### config.mk
export PLATFORM = sky130hd
export DESIGN_NAME = atc_trigger_ctrl
export DESIGN_NICKNAME = d
export VERILOG_FILES = /design/src/inc/atc_pkg.sv /design/src/core/atc_edge_det.sv /design/src/core/atc_trigger_ctrl.sv
export SDC_FILE = /design/constraint.sdc
export NUM_CORES = 1
export LEC_CHECK = 0
export BUFFER_PORTS_ARGS = -buffer_cell sky130_fd_sc_hd__clkbuf_2
export CAP_MARGIN = 20
export CORE_MARGIN = 1.5
export CORE_UTILIZATION = 53
export CTS_CLUSTER_SIZE = 25
export DETAILED_ROUTE_END_ITERATION = 10
export PLACE_DENSITY = 0.74
export SYNTH_ARGS = -nofsm -noshare
export SYNTH_HDL_FRONTEND = slang
export SYNTH_SLANG_ARGS = --single-unit
### constraint.sdc
create_clock -name i_clk -period 26.4 [get_ports i_clk]
set_input_delay 2.64 -clock i_clk [delete_from_list [all_inputs] [get_ports i_clk]]
set_output_delay 2.64 -clock i_clk [all_outputs]
set_load 0.1 [all_outputs]
### src/inc/atc_pkg.sv
// Purpose: shared constants and types for the acquisition trigger controller
// Assumes: 100 MHz clock, one acquisition sample per clock enable
// Notes:   all widths fixed; long counts are module parameters
`default_nettype none
package atc_pkg;
    localparam int          CLK_HZ        = 100_000_000;
    localparam int          CLK_NS        = 10;
    localparam int          LVL_W         = 12;
    localparam int          REC_W         = 16;
    localparam int          TMR_W         = 32;
    localparam int          EVT_W         = 16;
    localparam int          PCT_W         = 7;
    localparam logic [6:0]  PCT_MAX       = 7'h64;
    localparam int          HOLDOFF_MIN_NS = 250;
    localparam int          HOLDOFF_MAX_S  = 12;
    localparam logic [TMR_W-1:0] HOLDOFF_MIN_CYC = TMR_W'((HOLDOFF_MIN_NS + CLK_NS - 1) / CLK_NS);
    localparam logic [TMR_W-1:0] HOLDOFF_MAX_CYC = TMR_W'(64'(HOLDOFF_MAX_S) * 64'(CLK_HZ));
    localparam logic [3:0]  DEF_HOLD_DIVS = 4'h5;

    typedef enum logic [1:0] {
        ATC_TYPE_EDGE  = 2'b00,
        ATC_TYPE_PULSE = 2'b01,
        ATC_TYPE_LOGIC = 2'b10,
        ATC_TYPE_VIDEO = 2'b11
    } atc_type_e;

    typedef enum logic [2:0] {
        ATC_CPL_DC    = 3'b000,
        ATC_CPL_AC    = 3'b001,
        ATC_CPL_LFREJ = 3'b010,
        ATC_CPL_HFREJ = 3'b011,
        ATC_CPL_NOISE = 3'b100
    } atc_cpl_e;

    typedef enum logic [2:0] {
        ATC_PULSE_GLITCH  = 3'b000,
        ATC_PULSE_RUNT    = 3'b001,
        ATC_PULSE_WIDTH   = 3'b010,
        ATC_PULSE_SLEW    = 3'b011,
        ATC_PULSE_TIMEOUT = 3'b100
    } atc_pulse_e;

    typedef enum logic [1:0] {
        ATC_LOGIC_PATTERN = 2'b00,
        ATC_LOGIC_STATE   = 2'b01,
        ATC_LOGIC_SETHOLD = 2'b10
    } atc_logic_e;

    typedef enum logic [2:0] {
        ATC_ST_STOP    = 3'b000,
        ATC_ST_ARM     = 3'b001,
        ATC_ST_READY   = 3'b010,
        ATC_ST_DLY     = 3'b011,
        ATC_ST_POST    = 3'b100,
        ATC_ST_HOLDOFF = 3'b101
    } atc_state_e;
endpackage
`default_nettype wire

### src/core/atc_edge_det.sv
// Purpose: level crossing detector on a sampled source
// Assumes: samples arrive on the same clock, qualified by i_smp_en
// Notes:   threshold takes effect on the very next sample
`default_nettype none
module atc_edge_det
    import atc_pkg::*;
(
    // clock and reset
    input  wire logic             i_clk,
    input  wire logic             i_nrst,
    // sample in
    input  wire logic             i_smp_en,
    input  wire logic [LVL_W-1:0] i_sample,
    // setup
    input  wire logic [LVL_W-1:0] i_level,
    input  wire logic             i_falling,
    // event out
    output logic                  o_hit
);
    typedef struct packed {
        logic above;
        logic valid;
        logic hit;
    } atc_ed_s;

    atc_ed_s st_r;
    atc_ed_s st_nxt;
    logic    above_now;

    always_comb begin
        above_now = (i_sample >= i_level);
        st_nxt     = st_r;
        st_nxt.hit = 1'b0;
        if (i_smp_en) begin
            st_nxt.above = above_now;
            st_nxt.valid = 1'b1;
            // direction chosen by slope select
            if (st_r.valid) begin
                st_nxt.hit = i_falling ? (st_r.above && !above_now)
                                       : (!st_r.above && above_now); // [RULE_01] [RULE_11]
            end
        end
    end

    always_ff @(posedge i_clk) begin
        if (!i_nrst) begin
            st_r <= '0;
        end else begin
            st_r <= st_nxt;
        end
    end

    assign o_hit = st_r.hit;
endmodule
`default_nettype wire

### src/core/atc_trigger_ctrl.sv
// Purpose: trigger qualification, mode, holdoff and record sequencing
// Assumes: pulse and logic qualifiers are external and deliver one-cycle hits
// Notes:   one record sample per i_smp_en pulse; long counts are parameters
//
// Overview of operation
// (RULE_01) edge trigger on threshold crossing in direction
// (RULE_02) pulse classes offered, main trigger only
// (RULE_03) logic pattern, state, setup-hold; main only
// (RULE_04) normal mode acquires only on trigger or force
// (RULE_05) auto mode forces trigger after timebase timeout
// (RULE_06) ignore triggers during record and holdoff
// (RULE_07) holdoff clamped between 250 ns and 12 s
// (RULE_08) default holdoff is five divisions of timebase
// (RULE_09) non-edge types forced to DC coupling
// (RULE_10) pretrigger share set by percentage of record
// (RULE_11) slope selects rising or falling crossing
// (RULE_12) delayed system: edge only, time and/or events
// (RULE_13) main level changes take effect at once
// (RULE_14) midpoint level sets half of measured peaks
// (RULE_15) delayed level held apart from main level
// (RULE_16) force starts record now, ignored when stopped
// (RULE_17) single sequence: one record per run request
// (RULE_18) single sequence unavailable in persistence mode
// (RULE_19) status lights show armed, ready, triggered
// (RULE_20) fill pretrigger continuously, then posttrigger
// (RULE_21) qualify only after pretrigger count is collected
// (RULE_22) timeout and holdoff are loadable down-counters
`default_nettype none
module atc_trigger_ctrl
    import atc_pkg::*;
#(
    parameter logic [TMR_W-1:0] P_HOLDOFF_MAX = HOLDOFF_MAX_CYC
) (
    // clock and reset
    input  wire logic              i_clk,
    input  wire logic              i_nrst,
    // sample stream
    input  wire logic              i_smp_en,
    input  wire logic [LVL_W-1:0]  i_main_smp,
    input  wire logic [LVL_W-1:0]  i_dly_smp,
    // external qualifier hits
    input  wire logic              i_pulse_hit,
    input  wire logic              i_logic_hit,
    // trigger setup
    input  wire atc_type_e         i_trig_type,
    input  wire atc_pulse_e        i_pulse_class,
    input  wire atc_logic_e        i_logic_class,
    input  wire atc_cpl_e          i_coupling,
    input  wire logic              i_falling,
    input  wire logic              i_auto_mode,
    input  wire logic [LVL_W-1:0]  i_main_level,
    input  wire logic              i_main_level_wr,
    input  wire logic [LVL_W-1:0]  i_dly_level,
    input  wire logic              i_midpoint_level_request,
    // timing setup
    input  wire logic              i_default_holdoff,
    input  wire logic [TMR_W-1:0]  i_holdoff_cyc,
    input  wire logic [TMR_W-1:0]  i_div_cyc,
    input  wire logic [TMR_W-1:0]  i_auto_cyc,
    // record setup
    input  wire logic [REC_W-1:0]  i_rec_len,
    input  wire logic [PCT_W-1:0]  i_pre_pct,
    // delayed system
    input  wire logic              i_dly_en,
    input  wire logic              i_dly_by_time,
    input  wire logic              i_dly_by_events,
    input  wire logic [TMR_W-1:0]  i_dly_time_cyc,
    input  wire logic [EVT_W-1:0]  i_dly_evt_cnt,
    // front panel
    input  wire logic              i_force,
    input  wire logic              i_run_stop,
    input  wire logic              i_single_mode,
    input  wire logic              i_persist_mode,
    // status and sequencer
    output logic                   o_armed,
    output logic                   o_ready,
    output logic                   o_trigd,
    output logic                   o_trig_pulse,
    output logic                   o_forced,
    output logic                   o_rec_done,
    output logic [REC_W-1:0]       o_trig_pos,
    output atc_cpl_e               o_eff_coupling,
    output logic [LVL_W-1:0]       o_main_level,
    output logic [LVL_W-1:0]       o_dly_level,
    output logic                   o_pulse_sel,
    output logic                   o_logic_sel
);
    typedef struct packed {
        atc_state_e       state;
        logic             running;
        logic [REC_W-1:0] smp_cnt;
        logic [REC_W-1:0] pre_len;
        logic [TMR_W-1:0] hold_cnt;
        logic [TMR_W-1:0] auto_cnt;
        logic [TMR_W-1:0] dly_tcnt;
        logic [EVT_W-1:0] dly_ecnt;
        logic [LVL_W-1:0] main_lvl;
        logic [LVL_W-1:0] dly_lvl;
        logic [LVL_W-1:0] pk_max;
        logic [LVL_W-1:0] pk_min;
        atc_cpl_e         cpl;
        logic             pulse_sel;
        logic             logic_sel;
        logic             trig_p;
        logic             forced;
        logic             done_p;
    } atc_st_s;

    atc_st_s st_r;
    atc_st_s st_nxt;

    logic main_edge;
    logic dly_edge;

    // clamp a holdoff count into the legal window
    function automatic logic [TMR_W-1:0] clamp_hold(input logic [TMR_W-1:0] v);
        if (v < HOLDOFF_MIN_CYC) begin
            clamp_hold = HOLDOFF_MIN_CYC; // [RULE_07]
        end else if (v > P_HOLDOFF_MAX) begin
            clamp_hold = P_HOLDOFF_MAX; // [RULE_07]
        end else begin
            clamp_hold = v;
        end
    endfunction

    function automatic logic [TMR_W-1:0] dec_sat(input logic [TMR_W-1:0] v);
        dec_sat = (v == '0) ? '0 : v - TMR_W'(1);
    endfunction

    atc_edge_det u_main_edge (
        .i_clk    (i_clk),
        .i_nrst   (i_nrst),
        .i_smp_en (i_smp_en),
        .i_sample (i_main_smp),
        .i_level  (st_r.main_lvl),
        .i_falling(i_falling),
        .o_hit    (main_edge)
    );

    // delayed system has only an edge qualifier, on its own level
    atc_edge_det u_dly_edge (
        .i_clk    (i_clk),
        .i_nrst   (i_nrst),
        .i_smp_en (i_smp_en),
        .i_sample (i_dly_smp),
        .i_level  (st_r.dly_lvl),
        .i_falling(i_falling),
        .o_hit    (dly_edge)
    ); // [RULE_12] [RULE_15]

    logic             main_hit;
    logic [TMR_W-1:0] hold_load;
    logic [REC_W-1:0] pre_calc;
    logic             single_ok;
    logic             force_ok;
    logic             dly_met;

    always_comb begin
        main_hit  = 1'b0;
        hold_load = '0;
        pre_calc  = '0;
        single_ok = 1'b0;
        force_ok  = 1'b0;
        dly_met   = 1'b0;
        st_nxt    = st_r;
        st_nxt.trig_p = 1'b0;
        st_nxt.forced = 1'b0;
        st_nxt.done_p = 1'b0;

        // qualifier select; pulse and logic exist only on the main system
        case (i_trig_type)
            ATC_TYPE_EDGE:  main_hit = main_edge; // [RULE_01]
            ATC_TYPE_PULSE: main_hit = i_pulse_hit && (i_pulse_class <= ATC_PULSE_TIMEOUT); // [RULE_02]
            ATC_TYPE_LOGIC: main_hit = i_logic_hit && (i_logic_class <= ATC_LOGIC_SETHOLD); // [RULE_03]
            default:        main_hit = 1'b0;
        endcase
        st_nxt.pulse_sel = (i_trig_type == ATC_TYPE_PULSE); // [RULE_02]
        st_nxt.logic_sel = (i_trig_type == ATC_TYPE_LOGIC); // [RULE_03]

        // only edge may use filtered couplings
        st_nxt.cpl = (i_trig_type == ATC_TYPE_EDGE) ? i_coupling : ATC_CPL_DC; // [RULE_09]

        // holdoff: default tracks timebase each cycle, so scale changes apply
        hold_load = i_default_holdoff ? TMR_W'(i_div_cyc * TMR_W'(DEF_HOLD_DIVS)) // [RULE_08]
                                      : i_holdoff_cyc;
        hold_load = clamp_hold(hold_load); // [RULE_07]

        // pretrigger share; percentages above 100 are saturated
        pre_calc = REC_W'((32'(i_rec_len) * 32'((i_pre_pct > PCT_MAX) ? PCT_MAX : i_pre_pct))
                          / 32'(PCT_MAX)); // [RULE_10]

        // peak tracking for the midpoint request
        if (i_smp_en) begin
            if (i_main_smp > st_r.pk_max) st_nxt.pk_max = i_main_smp;
            if (i_main_smp < st_r.pk_min) st_nxt.pk_min = i_main_smp;
        end
        if (i_main_level_wr) begin
            st_nxt.main_lvl = i_main_level; // [RULE_13]
        end else if (i_midpoint_level_request &&
                     (i_trig_type == ATC_TYPE_EDGE ||
                      (i_trig_type == ATC_TYPE_PULSE &&
                       (i_pulse_class == ATC_PULSE_GLITCH || i_pulse_class == ATC_PULSE_WIDTH)))) begin
            st_nxt.main_lvl = LVL_W'((13'(st_r.pk_max) + 13'(st_r.pk_min)) >> 1); // [RULE_14]
        end
        st_nxt.dly_lvl = i_dly_level; // [RULE_15]

        single_ok = i_single_mode && !i_persist_mode; // [RULE_18]
        force_ok  = i_force && st_r.running; // [RULE_16]

        // run/stop toggles; in single mode without persistence every run arms one sequence
        if (i_run_stop) begin
            st_nxt.running = !st_r.running; // [RULE_17]
        end

        // auto timer runs from run start and from each qualified trigger, not from a forced one
        if (st_r.auto_cnt != '0) begin
            st_nxt.auto_cnt = dec_sat(st_r.auto_cnt); // [RULE_22]
        end

        case (st_r.state)
            ATC_ST_STOP: begin
                st_nxt.smp_cnt = '0;
                if (st_r.running) begin
                    st_nxt.pre_len  = pre_calc; // [RULE_10]
                    st_nxt.auto_cnt = i_auto_cyc; // [RULE_05]
                    st_nxt.state    = ATC_ST_ARM;
                end
            end
            ATC_ST_ARM: begin
                // continuous pretrigger fill
                if (i_smp_en && st_r.smp_cnt < st_r.pre_len) begin
                    st_nxt.smp_cnt = st_r.smp_cnt + REC_W'(1); // [RULE_20]
                end
                if (force_ok) begin
                    st_nxt.forced = 1'b1; // [RULE_16]
                    st_nxt.trig_p = 1'b1;
                    st_nxt.state  = ATC_ST_POST;
                end else if (st_r.smp_cnt >= st_r.pre_len) begin
                    st_nxt.state = ATC_ST_READY; // [RULE_21]
                end
            end
            ATC_ST_READY: begin
                if (force_ok || (i_auto_mode && st_r.auto_cnt == '0)) begin
                    st_nxt.forced = 1'b1; // [RULE_05] [RULE_16]
                    st_nxt.trig_p = 1'b1;
                    st_nxt.state  = ATC_ST_POST;
                end else if (main_hit) begin
                    st_nxt.trig_p   = 1'b1; // [RULE_04]
                    st_nxt.auto_cnt = i_auto_cyc; // [RULE_05]
                    st_nxt.dly_tcnt = i_dly_time_cyc;
                    st_nxt.dly_ecnt = i_dly_evt_cnt;
                    st_nxt.state    = i_dly_en ? ATC_ST_DLY : ATC_ST_POST;
                end
                if (!st_r.running) begin
                    st_nxt.state = ATC_ST_STOP;
                end
            end
            ATC_ST_DLY: begin
                // wait for time, events or both after the main trigger
                if (st_r.dly_tcnt != '0) begin
                    st_nxt.dly_tcnt = st_r.dly_tcnt - TMR_W'(1);
                end
                if (dly_edge && st_r.dly_ecnt != '0) begin
                    st_nxt.dly_ecnt = st_r.dly_ecnt - EVT_W'(1);
                end
                dly_met = (!i_dly_by_time || st_r.dly_tcnt == '0) &&
                          (!i_dly_by_events || st_r.dly_ecnt == '0); // [RULE_12]
                if (dly_met || force_ok) begin
                    st_nxt.state = ATC_ST_POST;
                end
            end
            ATC_ST_POST: begin
                // triggers ignored here
                if (i_smp_en) begin
                    st_nxt.smp_cnt = st_r.smp_cnt + REC_W'(1); // [RULE_06] [RULE_20]
                end
                if (st_r.smp_cnt >= i_rec_len) begin
                    st_nxt.done_p   = 1'b1;
                    st_nxt.hold_cnt = hold_load; // [RULE_22]
                    st_nxt.state    = ATC_ST_HOLDOFF;
                    if (single_ok) begin
                        st_nxt.running = 1'b0; // [RULE_17]
                    end
                end
            end
            ATC_ST_HOLDOFF: begin
                st_nxt.hold_cnt = dec_sat(st_r.hold_cnt); // [RULE_06] [RULE_22]
                if (st_r.hold_cnt <= TMR_W'(1)) begin
                    st_nxt.smp_cnt = '0;
                    st_nxt.pre_len = pre_calc;
                    st_nxt.state   = st_r.running ? ATC_ST_ARM : ATC_ST_STOP;
                end
            end
            default: st_nxt.state = ATC_ST_STOP;
        endcase
    end

    always_ff @(posedge i_clk) begin
        if (!i_nrst) begin
            st_r        <= '0;
            st_r.pk_min <= '1;
        end else begin
            st_r <= st_nxt;
        end
    end

    // status lights; triggered plus ready means waiting for delayed event
    assign o_armed        = (st_r.state == ATC_ST_ARM); // [RULE_19]
    assign o_ready        = (st_r.state == ATC_ST_READY) || (st_r.state == ATC_ST_DLY); // [RULE_19]
    assign o_trigd        = (st_r.state == ATC_ST_POST) || (st_r.state == ATC_ST_DLY); // [RULE_19]
    assign o_trig_pulse   = st_r.trig_p;
    assign o_forced       = st_r.forced;
    assign o_rec_done     = st_r.done_p;
    assign o_trig_pos     = st_r.pre_len;
    assign o_eff_coupling = st_r.cpl;
    assign o_main_level   = st_r.main_lvl;
    assign o_dly_level    = st_r.dly_lvl;
    assign o_pulse_sel    = st_r.pulse_sel;
    assign o_logic_sel    = st_r.logic_sel;
endmodule
`default_nettype wire

# Word level (Yosys, flattened, before mapping)
# Index checks and enable logic that the tools add are counted.
# op_classes
n_mul	2
eq_ne	20
add_sub_neg	6
muxes	48
magnitude_cmp	13
div_mod_pow	1
shifts	0
n_reduce_logical	56
bitwise	0
# ops
operator	count
$mux W32	10
$mux W80	2
$pmux W32 S2	2
$logic_not A32 Y1	3
$pmux W48 S2	1
$sub A32 B1 Y32 const B	3
$mux W16	4
$pmux W16 S4	1
$reduce_bool A32 Y1	2
$div A32 B7 Y32 const B	1
$ge A16 B16 Y1	2
$gt A32 B31 Y1 const B	1
$le A32 B1 Y1 const B	1
$lt A32 B5 Y1 const B	1
$mul A32 B3 Y32 const B	1
$pmux W16 S2	1
$mux W3	9
$ge A12 B12 Y1	2
$mux W12	2
$mul A16 B7 Y23	1
$ne A2 B2 Y1 const B	9
$pmux W3 S6	1
$add A16 B1 Y16 const B	1
$logic_not A16 Y1	1
34 further kinds	84
# totals
ram_bits	0
out_inout_bits	51
input_bits	242
word_cells	169
latch_bits	0
regBits	209
memories	0
mem_bits_ro	0

# Logic depth before layout (Yosys ltp)
# Gate-level depths: netlist of run 1.
# logic_depth
word_depth	7
depth_mapped	60

# Cells and area by module
# A second synthesis of run 1 with hierarchy kept.
# hier_totals
hier_cells	2995
hier_area_um2	22773.1
# modules_own_cells
mod	cells_each	seq_area_each_um2	instances	area_each_um2
atc_trigger_ctrl	2883	4083.9	1	21912.3
atc_edge_det	56	60.1	2	430.4

# Worst setup path after synthesis of run 1
# Ideal clock, no wire load.
# synth_timing
path_kind	input to register
startpoint	input port i_pre_pct[0]
endpoint	register st_r, in the netlist o_trig_pos[0]
path_stages	55
slack_ps	11105
required_time_ps	26308
arrival_ps	15203
path_cell_list	o21ai_0 a21oi_1 or2_2 clkbuf_1 and2_1 fa_1 inv_1 fa_1 inv_1 fa_1 inv_1 fa_1 inv_1 ha_1 buf_2 o211ai_1 a21oi_2 o221ai_2 [... 19 more ...] a21boi_1 mux2i_4 a21oi_2 a21oi_1 o21ai_2 o211a_1 or3_1 o311a_1 a21o_1 o21a_1 or2_1 mux2i_1 mux2_2 buf_6 a31oi_1 nor2_1 o41a_1 o32ai_1
# synth_via
elab_chain_len	6
elab_cells_between_ends	7
# synth_lines
item	line	source
from (decl)	atc_trigger_ctrl.sv:62	input wire logic [PCT_W-1:0] i_pre_pct,
$gt A7 B7 Y1	atc_trigger_ctrl.sv:189	pre_calc = REC_W'((32'(i_rec_len) * 32'((i_pre_pct > PCT_MAX) ? PCT_MAX : i_pre_pct))
$mux W7 (*)	atc_trigger_ctrl.sv:189	
$mul A16 B7 Y23 (*)	atc_trigger_ctrl.sv:189	
$div A32 B7 Y32 (*)	atc_trigger_ctrl.sv:190	/ 32'(PCT_MAX));
$mux W32 / $mux W16 (equally long branches)	atc_trigger_ctrl.sv:288, atc_trigger_ctrl.sv:223	
$pmux W16 S2 (*)	atc_trigger_ctrl.sv:220	case (st_r.state)
to (signal assigned)	atc_trigger_ctrl.sv:303	st_r <= st_nxt;
to (decl)	atc_trigger_ctrl.sv:109	atc_st_s st_r;
# Mark *: on every way between the ends. The rest lies on a longest branch, timed or not. The select of a mux whose other input is x is not followed.
# A chain may end at the register's enable or synchronous reset.

# Final worst setup path of run 1
# layout_timing
startpoint	input port i_pre_pct[6]
endpoint	register st_r, in the netlist o_trig_pos[0]
# The elaborated chain is that of the path after synthesis.

==> flow_metrics.tcl, run 1 <==
set metrics [dict create \
    startpoint "i_pre_pct[6]" \
    synth_cells 3040 \
    slew_headroom_pct 27.4 \
    clkSinkCount 209 \
    path_clk_slew_ns 0.06 \
    synth_compound_area_share_pct 26.3 \
    cpMostUsedCell "nor2_1" \
    syn_area_per_cell_um2 7.49 \
    cts_tree "built" \
    synthSimpleGateAreaFrac_pct 23.4 \
    final_cells 3751 \
    path_buf_inv 3 \
    most-common-layout-cells "nor2_1 (329), clkbuf_2 (292), a21oi_1 (267)" \
    dp_hpwl_mm 50.9 \
    drc 0 \
    io_buffers 292 \
    fmax_ghz 0.0541 \
    synth_top_family_by_area "compound AO/OA/AOI/OAI gates" \
    cts_root_buf "clkbuf_16" \
    tightest_slew_ns 1.08 \
    synth_area_um2 22800 \
    die_w_um 210 \
    crit_fanout 26 \
    path_delay_family "compound AO/OA/AOI/OAI gates" \
    hp-class "flip-flop to flip-flop" \
    wl_mm 66.2 \
    min_from "st_r[101]" \
    reg2reg_from "st_r[184]" \
    vias_per_cell 6.12 \
    synth-xor-area-share_pct 5.47 \
    grt_overflow 0 \
    cp-end-kind "flip-flop" \
    ys_seq_elements 209 \
    setup_tns_ns 0 \
    synth_edf_count 0 \
    ys.flop_type "dfxtp_1" \
    crit_type "primary input to flip-flop" \
    report.final.slew_viol_count 0 \
    post_cts_resize_count 0 \
    synth_mux_area_share_pct 1.73 \
    vias 23000 \
    cts_setup_buffers 0 \
    fillers 3896 \
    ant_nets 0 \
    finalCriticalPeriod_ns 18.47 \
    drive_above_1_share_pct 13.9 \
    critPathRequiredTime_ns 26.80 \
    async_reset_ff_share_pct 0 \
    critPathArrivalTime_ns 18.87 \
    groute.usage.overall_pct 29.2 \
    fin_crit_sh_pct 70.0 \
    final_common_cell "nor2_1" \
    ys_seq_area_share_pct 18.4 \
    syn_to_final_growth_pct 9.81 \
    core_area_um2 42100 \
    die_area_um2 44200 \
    layout_setup_ws_ns 7.93 \
    num_rows 75 \
    cts_buffer_depth 3 \
    maxCapViolCount 0 \
    antenna_found_initial 0 \
    setup_viol 0 \
    firstDrtPassIters 6 \
    placedCellCount 3703 \
    clk_latency_ns 0.55 \
    first_global_vias 22400 \
    initial_core_util_pct 54.0 \
    yosys_warnings 0 \
    post-place-ws_ns 7.68 \
    wl_per_cell_um 17.6 \
    status "complete, no violations" \
    die_y_um 210 \
    grt_pass1_wl_mm 109 \
    insertedDiodeCount 0 \
    cts_made_buffers 26 \
    nNetsFinal 3704 \
    first_iter_violations 2054 \
    ys_types 120 \
    grt_max_degree 78 \
    worst_setup_path_start_kind "primary input" \
    fin_worst_skew_ns 0.0174 \
    slowest_delay_ns 0.79 \
    rsz0062_at_grt "false" \
    cts-hold-fix-buffers 0 \
    place_congestion 0.935 \
    hold_viol 0 \
    worst_path_max_delay_cell "nor2_1" \
    pin_count 293 \
    synth_fa_ha_area_share_pct 17.1 \
    cts_htree_levels 1 \
    synth_nets 3549 \
]
==> synth_stat cells (17+ instances only) <==
library cell | n | area share (%)
a211oi_1 | 57 | 1.9
a21o_1 | 28 | 0.92
a21oi_1 | 268 | 5.9
a22oi_1 | 17 | 0.56
a31oi_1 | 36 | 0.99
and2_1 | 89 | 2.4
and3_1 | 43 | 1.2
buf_2 | 19 | 0.42
buf_4 | 49 | 1.6
clkbuf_1 | 106 | 1.7
dfxtp_1 | 209 | 18
fa_1 | 71 | 6.2
ha_1 | 196 | 11
inv_1 | 216 | 3.6
mux2i_1 | 23 | 1.0
nand2_1 | 216 | 3.6
nand2b_1 | 42 | 1.2
nand3_1 | 80 | 1.8
nand4_1 | 24 | 0.66
nor2_1 | 330 | 5.4
nor2b_1 | 39 | 1.1
nor3_1 | 105 | 2.3
nor4_1 | 36 | 0.99
o211ai_1 | 39 | 1.3
o21ai_0 | 181 | 4.0
o21ai_1 | 19 | 0.42
o22ai_1 | 17 | 0.47
o31ai_1 | 23 | 0.76
or3_1 | 26 | 0.71
xnor2_1 | 89 | 3.4
xor2_1 | 39 | 1.5
==> worst min-delay path, stage by stage (launching register included) <==
cell and delay, ns:
dfxtp_1 0.30, o21ai_0 0.06, a21oi_1 0.06
==> cell families after synthesis <==
family	Yosys count
mux	36
xor+xnor	135
flops	209
fa+ha+maj	268
buf+inv	404
simple gates	1091
compound gates	897
==> state kept, by name, summed over array words and instances (netlist names) <==
name	count
o_forced	1
u_dly_edge.o_hit	1
o_dly_level	12
u_main_edge.st_r	2
o_main_level	12
o_logic_sel	1
u_dly_edge.st_r	1
u_main_edge.o_hit	1
o_trig_pos	16
o_rec_done	1
o_pulse_sel	1
o_eff_coupling	3
o_trig_pulse	1
st_r	156
==> final cells by class <==
cell class | count | area, um^2 | area share, %
sequential | 209 | 4180 | 16.7
tap | 539 | 674 | 2.70
clock inverter | 12 | 119 | 0.476
multi-input combinational | 2427 | 16800 | 67.4
inverter | 218 | 821 | 3.28
clock buffer | 33 | 717 | 2.87
timing repair buffer | 313 | 1630 | 6.53
==> stage by stage <==
stage	area (um^2)	hold slack [ns]	util [%]
after detailed placement	24100	0.469	57.3
after global placement	24100	0.446	57.3
after floorplan	22800	0.433	-
after global routing	25000	0.494	59.3
final	25000	0.472	59.3
after CTS	25000	0.477	59.2
==> worst paths after layout <==
kind | endpoint | slack, ns | depth (start not counted)
max | o_trig_pos[0] | 7.93 | 49
min reg2reg | st_r[101] | 0.47 | 2
max reg2reg | st_r[155] | 21.49 | 28
min | st_r[101] | 0.47 | 2
==> per-layer routing <==
metal,vias to the layer above,share of wire [%],routed length [um],global-route usage (%)
met3,94,5.3,3530,3.46
li1,11200,-,-,-
met2,714,48,32000,51.3
met1,11000,45,29500,38.0
met4,0,1.8,1220,6.95
met5,-,0,0,0
Power of run 1 is not shown: default switching activity piles up to over one toggle a cycle in this logic, so the estimate is an artifact.
==> run 2: changes to the inputs <==
==> constraint.sdc (replaced) <==
create_clock -name i_clk -period 17.2 [get_ports i_clk]
set_input_delay 1.72 -clock i_clk [delete_from_list [all_inputs] [get_ports i_clk]]
set_output_delay 1.72 -clock i_clk [all_outputs]
set_load 0.1 [all_outputs]
==> flow_metrics.tcl, run 2 (same netlist as run 1, synthesis figures left out) <==
set metrics [dict create \
    slowest_delay_ns 0.69 \
    vias 22900 \
    core_area_um2 42100 \
    grt_max_degree 90 \
    hp-class "flip-flop to flip-flop" \
    crit_type "primary input to flip-flop" \
    syn_to_final_growth_pct 10.7 \
    whs_endpoint "u_main_edge.st_r[1]" \
    fin_crit_sh_pct 92.9 \
    reg2reg_from "st_r[184]" \
    path_clk_slew_ns 0.06 \
    min_from "u_main_edge.st_r[1]" \
    critPathArrivalTime_ns 16.41 \
    placedCellCount 3728 \
    nNetsFinal 3728 \
    largest_register_ffs 156 \
    rsz0062_at_grt "false" \
    cp-end-kind "flip-flop" \
    hold_viol 0 \
    fmax_ghz 0.0626 \
    worstReg2RegEnd "st_r[154]" \
    first_global_vias 21900 \
    clk_latency_ns 0.56 \
    clkSinkCount 209 \
    vias_per_cell 6.06 \
    tightest_slew_ns 1.07 \
    setup_tns_ns 0 \
    setup_viol 0 \
    worst_setup_path_start_kind "primary input" \
    min_path_cells 2 \
    final_common_cell "nor2_1" \
    most-common-layout-cells "nor2_1 (329), clkbuf_2 (292), a21oi_1 (267)" \
    report.final.slew_viol_count 0 \
    drc 0 \
    cts-hold-fix-buffers 0 \
    pin_count 293 \
    status "complete, no violations" \
    firstDrtPassIters 6 \
    io_buffers 292 \
    die_w_um 210 \
    maxCapViolCount 0 \
    worst_path_max_delay_cell "a31oi_1" \
    die_area_um2 44200 \
    first_iter_violations 1979 \
    final_cells 3779 \
    fin_worst_skew_ns 0.0326 \
    cts_buffer_depth 3 \
    dp_hpwl_mm 51.0 \
    drive_above_1_share_pct 14.6 \
    cts_htree_levels 1 \
    wl_per_cell_um 17.5 \
    r2r_cells 27 \
    cts_tree "built" \
    post_cts_resize_count 0 \
    initial_core_util_pct 54.0 \
    finalCriticalPeriod_ns 15.97 \
    groute.usage.overall_pct 29.2 \
    r2r_slack_ns 12.28 \
    cts_setup_buffers 0 \
    grt_pass1_wl_mm 109 \
    critPathRequiredTime_ns 17.64 \
    largest-register "st_r" \
    ant_nets 0 \
    grt_overflow 0 \
    crit_fanout 17 \
    die_y_um 210 \
    num_rows 75 \
    place_congestion 0.955 \
    utilization_pct 59.8 \
    cts_made_buffers 26 \
    slew_headroom_pct 27.9 \
    wl_mm 66.3 \
    cts_root_buf "clkbuf_16" \
    antenna_found_initial 1 \
]
==> run 2: cell count changes in the layout (fill, tap and decap cells not counted), moves of 2 or more <==
cell | previous run | this run
clkinvlp_4 | 3 | 1
clkinv_2 | 3 | 5
diode_2 | 0 | 2
buf_4 | 19 | 44
clkbuf_8 | 4 | 6
==> run 2: critical path: cells and delay by family <==
family,cells,cell delay (ns)
AND/OR/NAND/NOR,10,2.68
multiplexers,4,1.47
AO/OA/AOI/OAI,23,6.11
buffers and inverters,6,0.66
XOR/XNOR,2,0.95
adder cells (fa/ha/maj),6,2.81
==> run 2: area by class of cell <==
cell class,count,area [um^2]
fillers,3845,16900
multi-input cells,2427,16800
flip-flops and latches,209,4180
repair buffers,337,1800
inverters,218,821
clock buffers,35,744
well taps,539,674
clock inverters,12,116
diodes,2,5.00
==> run 2: worst max-delay path by stage <==
| stage | from | end | slack, ns | cells after the start |
|---|---|---|---|---|
| 2_1_floorplan | i_pre_pct[0] | o_trig_pos[0] | 2.82 | 55 |
| 3_3_place_gp | i_pre_pct[3] | o_trig_pos[0] | 1.09 | 52 |
| 3_5_place_dp | i_pre_pct[5] | o_trig_pos[0] | 0.80 | 49 |
| 4_1_cts | i_pre_pct[6] | o_trig_pos[0] | 1.30 | 52 |
| 5_1_grt | i_pre_pct[3] | o_trig_pos[0] | 0.14 | 53 |
| 6_report | i_pre_pct[6] | o_trig_pos[0] | 1.23 | 51 |
==> run 2: per-stage QoR <==
stage                     instance area, um^2  worst slack [ns]  hold slack (ns)
after global placement                  24300              1.09            0.446
after global routing                    25200             0.141            0.513
final                                   25200              1.23            0.471
after detailed placement                24300             0.801            0.460
after floorplan                         22800              2.82            0.433
after CTS                               25200              1.30            0.472
==> run 2: metal layers <==
metal  wire length (um)  track usage [%]  vias to the layer above
met2              31700             50.9                      740
li1                   -                -                    11200
met1              29700             38.5                    10800
met3               3610             3.17                       90
met5                  0                0                        -
met4               1280             7.10                        0
Power of run 2 is left out for the same reason.
==> run 3: changes to the inputs <==
--- a/config.mk
+++ b/config.mk
@@ -7,8 +7,8 @@
 export LEC_CHECK = 0
 export BUFFER_PORTS_ARGS = -buffer_cell sky130_fd_sc_hd__clkbuf_2
 export CAP_MARGIN = 20
-export CORE_MARGIN = 1.5
 export CORE_UTILIZATION = 53
+export CTS_BUF_LIST = sky130_fd_sc_hd__clkbuf_8
 export CTS_CLUSTER_SIZE = 25
 export DETAILED_ROUTE_END_ITERATION = 10
 export PLACE_DENSITY = 0.74
==> flow_metrics.tcl, run 3 (same netlist as run 1, synthesis figures left out) <==
set metrics [dict create \
    most-common-layout-cells "nor2_1 (329), clkbuf_2 (292), a21oi_1 (267)" \
    first_global_vias 22200 \
    path_clk_slew_ns 0.06 \
    grt_max_degree 78 \
    crit_fanout 17 \
    pin_count 293 \
    cts_setup_buffers 0 \
    cts_root_buf "clkbuf_8" \
    cts_made_buffers 39 \
    cts_buffer_depth 3 \
    fin_crit_sh_pct 92.7 \
    finalCriticalPeriod_ns 15.94 \
    dp_hpwl_mm 50.7 \
    drive_above_1_share_pct 14.8 \
    vias 23100 \
    report.final.slew_viol_count 0 \
    critPathArrivalTime_ns 16.33 \
    cts_tree "built" \
    place_congestion 0.941 \
    groute.usage.overall_pct 29.5 \
    clk_latency_ns 0.57 \
    wl_mm 65.9 \
    slew_headroom_pct 31.1 \
    largest_register_ffs 156 \
    tightest_slew_ns 1.03 \
    rsz0062_at_grt "false" \
    clkSinkCount 209 \
    post-place-ws_ns 0.790 \
    wl_per_cell_um 17.4 \
    maxCapViolCount 0 \
    vias_per_cell 6.10 \
    syn_to_final_growth_pct 10.0 \
    die_area_um2 43800 \
    critPathRequiredTime_ns 17.59 \
    setup_tns_ns 0 \
    hp-class "flip-flop to flip-flop" \
    worst_setup_path_start_kind "primary input" \
    worst_path_max_delay_cell "fa_1" \
    drc 0 \
    grt_overflow 0 \
    die_y_um 209 \
    firstDrtPassIters 7 \
    slowest_delay_ns 0.55 \
    core_area_um2 42100 \
    cts_htree_levels 2 \
    fmax_ghz 0.0627 \
    io_buffers 292 \
    initial_core_util_pct 54.0 \
    cp-end-kind "flip-flop" \
    nNetsFinal 3739 \
    fin_worst_skew_ns 0.0413 \
    grt_pass1_wl_mm 108 \
    ant_nets 0 \
    die_w_um 209 \
    num_rows 75 \
    insertedDiodeCount 0 \
    final_common_cell "nor2_1" \
    setup_viol 0 \
    largest-register "st_r" \
    status "complete, no violations" \
    hold_viol 0 \
    crit_type "primary input to flip-flop" \
    first_iter_violations 2232 \
    antenna_found_initial 0 \
    layout_setup_ws_ns 1.26 \
]
==> run 3: changes by cell type in the layout (fill, tap and decap cells not counted), moves of 2 or more <==
cell	before	now
buf_4	44	42
clkbuf_1	3	0
clkbuf_16	26	0
clkbuf_8	6	47
clkinv_4	2	0
diode_2	2	0
inv_1	216	225
==> run 3: layout make-up <==
cell class,count,area [um^2]
Multi-Input combinational cell,2427,16800
Clock buffer,47,647
Sequential cell,209,4180
Clock inverter,16,86.3
Fill cell,3870,17100
Tap cell,539,674
Timing Repair Buffer,335,1780
Inverter,218,821
==> run 3: worst max-delay path, delay by kind of cell <==
family,cells,cell delay [ns]
simple gates,9,2.37
compound gates,26,6.55
fa+ha+maj,5,2.48
buf+inv,6,0.64
xor+xnor,3,1.19
mux,4,1.37
==> run 3: per-layer routing <==
metal / track usage (%) / part of all wire, %
met5: 0 / 0
met4: 8.16 / 2.2
met3: 3.38 / 5.9
met2: 50.6 / 47
met1: 38.9 / 44
==> run 3: per-stage QoR <==
step | cell area [um^2] | cells | util, % | hold WS [ns]
after floorplan | 22800 | 3040 | - | 0.433
after global placement | 24300 | 3724 | 57.6 | 0.446
after detailed placement | 24300 | 3725 | 57.6 | 0.462
after CTS | 25000 | 3788 | 59.4 | 0.472
after global routing | 25000 | 3791 | 59.4 | 0.506
final | 25000 | 3791 | 59.4 | 0.472
==> run 3: repair_timing <==
action | CTS | global route
endpoints found under the setup margin | 0 | 1
hold buffers | 0 | 0
gates resized for setup | 0 | 1
==> run 3: final timing paths <==
check / startpoint / endpoint / slack [ns] / depth (start not counted)
hold / removal: st_r[93] / st_r[93] / 0.47 / 2
hold reg to reg: st_r[93] / st_r[93] / 0.47 / 2
setup reg to reg: st_r[184] / st_r[155] / 12.31 / 28
setup / recovery: i_pre_pct[5] / o_trig_pos[0] / 1.26 / 53
Power of run 3 is left out for the same reason.
